$ cat src/verilog/fupc_pkg.sv
// Package of constants for the flash unlock and protection controller.
// Assumes a byte-wide register port with 12-bit addresses and a 16-bit program address.
package fupc_pkg;
   // Register addresses.
   localparam logic [11:0] FUPC_CTRL_ADDR = 12'h0ff8;
   localparam logic [11:0] FUPC_PAGE_SEL_ADDR = 12'h0ff9;
   localparam logic [11:0] FUPC_STATUS_ADDR = 12'h0ffa;
   // Command and key codes written to the control register.
   localparam logic [7:0] FUPC_KEY1 = 8'h73;
   localparam logic [7:0] FUPC_KEY2 = 8'h8c;
   localparam logic [7:0] FUPC_CMD_PAGE_ERASE = 8'h95;
   localparam logic [7:0] FUPC_CMD_SECT_PROT = 8'h5e;
   localparam logic [7:0] FUPC_CMD_MASS_ERASE = 8'h63;
   // Page select field layout and reset values of page select and sector protect.
   localparam int FUPC_INFO_EN_BIT = 7;
   localparam int FUPC_PAGE_MSB = 6;
   localparam int FUPC_PAGE_ADDR_LSB = 9;
   localparam logic [7:0] FUPC_PAGE_SEL_RST = 8'h00;
   localparam logic [7:0] FUPC_SECT_PROT_RST = 8'h00;
   // Sector geometry: eight sectors of at least one page (16 pages of 512 bytes).
   localparam int FUPC_NUM_SECTORS = 8;
   localparam int FUPC_SECT_SHIFT = 1;
   // Information area window in program space.
   localparam logic [15:0] FUPC_INFO_BASE = 16'hfe00;
   // Controller states.
   typedef enum logic [2:0] {
      FUPC_LOCKED,
      FUPC_PAGE_SEEN,
      FUPC_KEY1_SEEN,
      FUPC_KEY2_SEEN,
      FUPC_UNLOCKED,
      FUPC_PROT_ARMED
   } fupc_state_t;
endpackage : fupc_pkg

$ cat src/verilog/fupc_sync.sv
// Two flip-flop synchroniser for a level input.
// Assumes the source is asynchronous to clk_i; the first stage feeds only the second.
`timescale 1ns/10ps
`default_nettype none
module fupc_sync (
   input wire logic clk_i,
   input wire logic rst_b_i,
   input wire logic d_i,
   output var logic q_o
);
   logic meta_q;

   // Plain double register; reset value is low.
   always_ff @(posedge clk_i or negedge rst_b_i) begin
      if (!rst_b_i) begin
         meta_q <= 1'b0;
         q_o <= 1'b0;
      end else begin
         meta_q <= d_i;
         q_o <= meta_q;
      end
   end
endmodule : fupc_sync
`default_nettype wire

$ cat src/verilog/fupc_ctrl.sv
// Flash unlock and protection controller: lock sequence, page and sector protection.
// Assumes a one-cycle register port and a flash array that takes one-cycle command pulses.
//
// Behaviour
// Every reset leaves the controller locked; no program or erase possible.
// Software writes page, then 73H and 8CH back to back to control.
// Second page write must match the first, else relock; match activates page.
// Writing 95H while unlocked erases the active page if sector unprotected.
// Any unrecognised control value relocks the controller.
// Mass erase from user code is refused; only debug port may request it.
// Unlocked page accepts byte writes anywhere and stays unlocked afterwards.
// Any further control write while unlocked relocks the active page.
// Flash split into eight equal sectors, never smaller than a page.
// Protect bits block program and erase; user code cannot clear them.
// Sector protect register clears on reset.
// Shared address hits page select unless unlocked and 5EH written first.
// Pages are 512 bytes; erase covers addresses whose bits 15:9 match page.
// Page select bit 7 maps information area at FE00H to FFFFH.
// Software keeps unused upper page bits zero on small memories.
// Option bit at 0 disables all user program and erase; debug mass erase stays.
// Option bit at 1 allows program and erase subject to other protection.
// Byte writes outside the active page or to protected sectors are dropped.
//
// Implementation choice: the address-and-strobe port.
`timescale 1ns/10ps
`default_nettype none
module fupc_ctrl (
   input wire logic core_clk_i,
   input wire logic rst_b_i,
   input wire logic [11:0] reg_addr_i,
   input wire logic [7:0] reg_wdata_i,
   input wire logic reg_wr_i,
   input wire logic reg_rd_i,
   output var logic [7:0] reg_rdata_o,
   input wire logic code_write_protect_option_i,
   input wire logic dbg_mass_erase_i,
   input wire logic [15:0] prog_addr_i,
   input wire logic [7:0] prog_data_i,
   input wire logic prog_wr_i,
   output var logic flash_prog_o,
   output var logic [15:0] flash_addr_o,
   output var logic [7:0] flash_data_o,
   output var logic flash_page_erase_o,
   output var logic [6:0] flash_erase_page_o,
   output var logic flash_mass_erase_o,
   output var logic info_sel_o,
   output var logic unlocked_o
);
   logic rst_meta_q;
   logic rst_b_q;
   logic wp_opt_s;
   logic dbg_me_s;
   logic dbg_me_q;
   fupc_pkg::fupc_state_t state_q;
   fupc_pkg::fupc_state_t state_d;
   logic [7:0] page_sel_q;
   logic [7:0] page_sel_d;
   logic [6:0] first_page_q;
   logic [6:0] first_page_d;
   logic [7:0] sect_prot_q;
   logic [7:0] sect_prot_d;

   // Reset is released through two flip-flops so downstream logic sees a clean edge.
   always_ff @(posedge core_clk_i or negedge rst_b_i) begin
      if (!rst_b_i) begin
         rst_meta_q <= 1'b0;
         rst_b_q <= 1'b0;
      end else begin
         rst_meta_q <= 1'b1;
         rst_b_q <= rst_meta_q;
      end
   end

   // The option bit and debug request come from outside this clock domain.
   fupc_sync u_sync_wp (
      .clk_i(core_clk_i),
      .rst_b_i(rst_b_q),
      .d_i(code_write_protect_option_i),
      .q_o(wp_opt_s)
   );
   fupc_sync u_sync_dbg (
      .clk_i(core_clk_i),
      .rst_b_i(rst_b_q),
      .d_i(dbg_mass_erase_i),
      .q_o(dbg_me_s)
   );

   // Address decode of the register port.
   wire ctrl_wr = reg_wr_i && (reg_addr_i == fupc_pkg::FUPC_CTRL_ADDR);
   wire ps_wr = reg_wr_i && (reg_addr_i == fupc_pkg::FUPC_PAGE_SEL_ADDR);
   wire [6:0] wr_page = reg_wdata_i[fupc_pkg::FUPC_PAGE_MSB:0];
   wire [6:0] act_page = page_sel_q[fupc_pkg::FUPC_PAGE_MSB:0];
   wire is_unlocked = (state_q == fupc_pkg::FUPC_UNLOCKED);

   // Sector of a page: 16 pages into 8 sectors gives two pages per sector.
   wire [2:0] act_sect = 3'(act_page >> fupc_pkg::FUPC_SECT_SHIFT);
   wire [6:0] prog_page = prog_addr_i[15:fupc_pkg::FUPC_PAGE_ADDR_LSB];
   wire [2:0] prog_sect = 3'(prog_page >> fupc_pkg::FUPC_SECT_SHIFT);
   wire act_prot = sect_prot_q[act_sect];

   // Erase only from the unlocked state, for an unprotected sector, option allowing.
   wire erase_go = ctrl_wr && is_unlocked && wp_opt_s && !act_prot
      && (reg_wdata_i == fupc_pkg::FUPC_CMD_PAGE_ERASE);
   // Bytes land only inside the active page and an unprotected sector.
   wire prog_go = prog_wr_i && is_unlocked && wp_opt_s && (prog_page == act_page)
      && !sect_prot_q[prog_sect];
   // A rising debug request gives mass erase; user writes of the code never do.
   wire mass_go = dbg_me_s && !dbg_me_q;

   // Unlock sequencer and shared-address steering.
   always_comb begin
      state_d = state_q;
      page_sel_d = page_sel_q;
      first_page_d = first_page_q;
      sect_prot_d = sect_prot_q;
      unique case (state_q)
         fupc_pkg::FUPC_LOCKED, fupc_pkg::FUPC_PAGE_SEEN: begin
            if (ps_wr) begin
               page_sel_d = reg_wdata_i;
               first_page_d = wr_page;
               state_d = fupc_pkg::FUPC_PAGE_SEEN;
            end else if (ctrl_wr) begin
               state_d = (state_q == fupc_pkg::FUPC_PAGE_SEEN
                  && reg_wdata_i == fupc_pkg::FUPC_KEY1)
                  ? fupc_pkg::FUPC_KEY1_SEEN : fupc_pkg::FUPC_LOCKED;
            end
         end
         fupc_pkg::FUPC_KEY1_SEEN: begin
            // Keys must be consecutive writes; any other register write between them relocks.
            if (ctrl_wr && reg_wdata_i == fupc_pkg::FUPC_KEY2) begin
               state_d = fupc_pkg::FUPC_KEY2_SEEN;
            end else if (reg_wr_i) begin
               state_d = fupc_pkg::FUPC_LOCKED;
            end
         end
         fupc_pkg::FUPC_KEY2_SEEN: begin
            if (ps_wr) begin
               page_sel_d = reg_wdata_i;
               state_d = (wr_page == first_page_q)
                  ? fupc_pkg::FUPC_UNLOCKED : fupc_pkg::FUPC_LOCKED;
            end else if (ctrl_wr) begin
               state_d = fupc_pkg::FUPC_LOCKED;
            end
         end
         fupc_pkg::FUPC_UNLOCKED: begin
            if (ctrl_wr) begin
               // Any control write ends the unlock; 5EH arms protect-register access.
               state_d = (reg_wdata_i == fupc_pkg::FUPC_CMD_SECT_PROT)
                  ? fupc_pkg::FUPC_PROT_ARMED : fupc_pkg::FUPC_LOCKED;
            end else if (ps_wr) begin
               page_sel_d = reg_wdata_i;
               state_d = fupc_pkg::FUPC_LOCKED;
            end
         end
         fupc_pkg::FUPC_PROT_ARMED: begin
            if (ps_wr) begin
               // OR-in only: user code can set protection but never clear it.
               sect_prot_d = sect_prot_q | reg_wdata_i;
               state_d = fupc_pkg::FUPC_LOCKED;
            end else if (ctrl_wr) begin
               state_d = fupc_pkg::FUPC_LOCKED;
            end
         end
         default: begin
            state_d = fupc_pkg::FUPC_LOCKED;
         end
      endcase
   end

   // Read mux: page select, protect bits, and lock state at a status address.
   wire [7:0] status_v = {4'h0, wp_opt_s, act_prot, is_unlocked,
      state_q == fupc_pkg::FUPC_PROT_ARMED};
   wire [7:0] rdata_d = (reg_addr_i == fupc_pkg::FUPC_PAGE_SEL_ADDR) ? page_sel_q
      : (reg_addr_i == fupc_pkg::FUPC_CTRL_ADDR) ? sect_prot_q
      : (reg_addr_i == fupc_pkg::FUPC_STATUS_ADDR) ? status_v : 8'h00;

   // State, registers and flash strobes; reset locks everything and drops protection.
   always_ff @(posedge core_clk_i or negedge rst_b_q) begin
      if (!rst_b_q) begin
         state_q <= fupc_pkg::FUPC_LOCKED;
         page_sel_q <= fupc_pkg::FUPC_PAGE_SEL_RST;
         first_page_q <= 7'h00;
         sect_prot_q <= fupc_pkg::FUPC_SECT_PROT_RST;
         dbg_me_q <= 1'b0;
         reg_rdata_o <= 8'h00;
         flash_prog_o <= 1'b0;
         flash_addr_o <= 16'h0000;
         flash_data_o <= 8'h00;
         flash_page_erase_o <= 1'b0;
         flash_erase_page_o <= 7'h00;
         flash_mass_erase_o <= 1'b0;
         info_sel_o <= 1'b0;
         unlocked_o <= 1'b0;
      end else begin
         state_q <= state_d;
         page_sel_q <= page_sel_d;
         first_page_q <= first_page_d;
         sect_prot_q <= sect_prot_d;
         dbg_me_q <= dbg_me_s;
         reg_rdata_o <= reg_rd_i ? rdata_d : 8'h00;
         flash_prog_o <= prog_go;
         flash_addr_o <= prog_addr_i;
         flash_data_o <= prog_data_i;
         flash_page_erase_o <= erase_go;
         flash_erase_page_o <= act_page;
         flash_mass_erase_o <= mass_go;
         info_sel_o <= page_sel_d[fupc_pkg::FUPC_INFO_EN_BIT];
         unlocked_o <= (state_d == fupc_pkg::FUPC_UNLOCKED);
      end
   end
endmodule : fupc_ctrl
`default_nettype wire

$ cat config.mk
export PLATFORM = sky130hd
export DESIGN_NAME = fupc_ctrl
export DESIGN_NICKNAME = d
export VERILOG_FILES = /design/src/verilog/fupc_pkg.sv /design/src/verilog/fupc_sync.sv /design/src/verilog/fupc_ctrl.sv
export SDC_FILE = /design/constraint.sdc
export NUM_CORES = 1
export LEC_CHECK = 0
export BUFFER_PORTS_ARGS = -buffer_cell sky130_fd_sc_hd__clkbuf_2
export CAP_MARGIN = 10
export CORE_MARGIN = 1
export CORE_UTILIZATION = 52
export CTS_BUF_LIST = sky130_fd_sc_hd__clkbuf_4 sky130_fd_sc_hd__clkbuf_8
export DETAILED_ROUTE_END_ITERATION = 12
export PLACE_DENSITY_LB_ADDON = 0.05
export SKIP_CTS_REPAIR_TIMING = 1
export SLEW_MARGIN = 20
export SYNTH_ARGS = -nofsm -noshare
export SYNTH_HDL_FRONTEND = slang
export SYNTH_HIERARCHICAL = 1
export SYNTH_SLANG_ARGS = --single-unit
$ cat constraint.sdc
create_clock -name core_clk_i -period 3.1 [get_ports core_clk_i]
set_input_delay 0.155 -clock core_clk_i [delete_from_list [all_inputs] [get_ports core_clk_i]]
set_output_delay 0.155 -clock core_clk_i [all_outputs]
set_load 0.03 [all_outputs]
==> out/qor.yml <==
global_route:
  grt_max_degree: 45
  grtUsageMet3: 0.0529
  grt-busiest-layer: "met2"
  use_met2: 0.323
  grt_first_pass_wirelength_um: 9700
  grt_pass1_vias: 1908
  antenna_found_initial: 0
  grt_util_all_layers: 0.219
  gr-total-overflow: 0
  grt_use_met1: 0.297
cts:
  h-tree-depth: 3
  clk_pin_slew_ns: 0.08
  root_buffer: "clkbuf_8"
  cts_sinks: 76
  clock_latency_ns: 0.35
  cts_buffer_depth: 2
  numCtsBuffers: 9
  cts_tree: "done"
logic_synthesis:
  ys_warn_count: 6
  ys_ff_latch: 76
  synth_seq_area_share: 0.639
  synthCells: 201
  ys.flop_type: "dfrtp_1"
  synth_cell_types: 38
  synth_edf_count: 0
  syn_area_sq_um: 2970
  synthesis.nets: 252
  async_reset_ff_frac: 1.00
  synth.avg_cell_area_sq_um: 14.8
worst_setup_path:
  critPathRequiredTime_ns: 3.33
  arrival_ns: 2.01
  setup.worst_path.end_class: "register"
  worstSetupPathType: "reg2reg"
  cp-start-kind: "register"
  r2r_setup_slack_ns: 1.32
  path_max_fanout: 10
drt:
  vias_per_cell: 5.06
  wire_per_inst_um: 15.5
  dr.pass1.iters: 4
  drtIter0Drc: 78
  ant_nets: 0
  wl_um: 6320
  drc: 0
  num_vias: 2069
timing:
  fin_skew_ns: 0.0110
  min_period_ns: 1.78
  worst_pin_slew_ns: 0.666
  slew_violations: 0
  fin_crit_sh: 0.573
  final_hold_viol_count: 0
  rsz0062_at_grt: "no"
  timing.fmax_mhz: 563
  maxSlewHeadroom: 0.552
  finalSetupViolations: 0
  tns_ns: 0
min_path:
  hold_path.class: "in2reg"
finish:
  drive_above_1_share: 0.424
  layout.nets: 383
  layout_commonest_cell: "clkbuf_2"
  design_area_sq_um: 4040
  utilization: 0.733
  n_antenna_cell: 0
  synthToLayoutAreaGrowth_pct: 35.8
  most-common-layout-cells: "clkbuf_2, dfrtp_1, dlygate4sd3_1"
die:
  io_pins: 95
  dieArea_sq_um: 6030
  core_sq_um: 5510
  die_x_um: 77.6
  row_count: 27
  die_h_um: 77.6
  start_util: 0.540
placed_design:
  hpwl_um: 4470
  gp_congestion: 0.821
  port-buffer-count: 94
  dpl_cell_area_sq_um: 3540
run_status:
  status: "finished, final reports clean"
power:
  p_per_area_nw_per_um2: 509
  p_total_w: 0.00206
  ir_worst_vdd_mv: 0.319
  leakagePower_nw: 2.07
run:
  maxCapViolCount: 0
kinds of logic (layout without fill, tap and decap cells):
kind of cell              after synthesis  in the layout  share of synthesized area
muxes                                  29             29                      0.121
and+or+nand+nor                        53             53                      0.127
buffers and inverters                   7            143                     0.0101
other                                   1              1                    0.00126
AOI/OAI and AO/OA                      21             21                     0.0602
xor gates and xnor gates               14             14                     0.0412
DFF                                    76             76                      0.639
per-layer routing:
metal | share of wire | vias to the layer above
met5 | 0 | -
met3 | 0.061 | 12
li1 | - | 982
met4 | 0.017 | 0
met2 | 0.46 | 77
met1 | 0.46 | 998
metrics by stage:
| step | setup WS (ns) | hold WS (ns) | cells |
|---|---|---|---|
| final | 1.32 | 0.0330 | 409 |
| after global routing | 1.22 | 0.0258 | 409 |
| after CTS | 1.32 | -0.435 | 382 |
| after detailed placement | 1.31 | -0.0569 | 366 |
| after global placement | 1.33 | -0.0592 | 366 |
| after floorplan | 0.827 | -0.141 | 201 |
where the power goes:
| group | internal, W | leakage, nW | switching (W) |
|---|---|---|---|
| Combinational | 0.0000741 | 0.972 | 0.000104 |
| Clock | 0.000483 | 0.111 | 0.000373 |
| Sequential | 0.00101 | 0.988 | 0.00000896 |
sequential cells by signal (all words and copies together), names as in the netlist, 3 cells and up:
register,cells
flash_addr_o,16
flash_data_o,8
reg_rdata_o,8
sect_prot_q,8
first_page_q,7
flash_erase_page_o,7
page_sel_q,7
state_q,3
cell type report:
type	count	area, sq um
flip-flops and latches	76	1900
multi-input cells	118	1040
well taps	72	90.1
fillers	373	1470
repair buffers	123	756
clock buffers	10	138
inverters	4	15.0
clock inverters	6	95.1
critical path, cell delays in order (launching register included):
cell and delay [ns]:
dfrtp_1 0.50, or3b_1 0.49, o41ai_2 0.41, a221oi_2 0.13, a2bb2oi_1 0.14
cell usage after synthesis (2+ instances only):
library cell | number | share of area
xor2_1 | 7 | 0.021
inv_1 | 4 | 0.0050
mux2_2 | 16 | 0.061
nand3b_1 | 3 | 0.0076
nor2_1 | 8 | 0.010
a21oi_1 | 2 | 0.0034
xnor2_1 | 7 | 0.021
nand2_1 | 5 | 0.0063
o22ai_1 | 4 | 0.0084
mux4_2 | 4 | 0.030
nand2b_1 | 5 | 0.011
dfrtp_1 | 76 | 0.64
and2_1 | 4 | 0.0084
nor4_4 | 2 | 0.014
nor4_1 | 7 | 0.015
nand4_1 | 6 | 0.013
o21ai_0 | 2 | 0.0034
buf_2 | 2 | 0.0034
a21o_1 | 9 | 0.023
mux2i_1 | 9 | 0.030
nor2b_1 | 2 | 0.0042
worst paths after layout:
| check | depth (start not counted) | startpoint | to |
|---|---|---|---|
| setup / recovery | 4 | state_q[0]$_DFF_PN0_ | unlocked_o$_DFF_PN0_ |
| hold / removal | 3 | prog_wr_i | flash_prog_o$_DFF_PN0_ |
| setup reg to reg | 4 | state_q[0]$_DFF_PN0_ | unlocked_o$_DFF_PN0_ |
| hold reg to reg | 0 | rst_b_q$_DFF_PN0_ | first_page_q[5]$_DFFE_PN0P_ |
| max in group asynchronous | 1 | rst_b_q$_DFF_PN0_ | reg_rdata_o[0]$_DFF_PN0_ |
| min in group asynchronous | 0 | rst_b_q$_DFF_PN0_ | first_page_q[5]$_DFFE_PN0P_ |
Note: power is estimated with default switching activity, not from simulation.
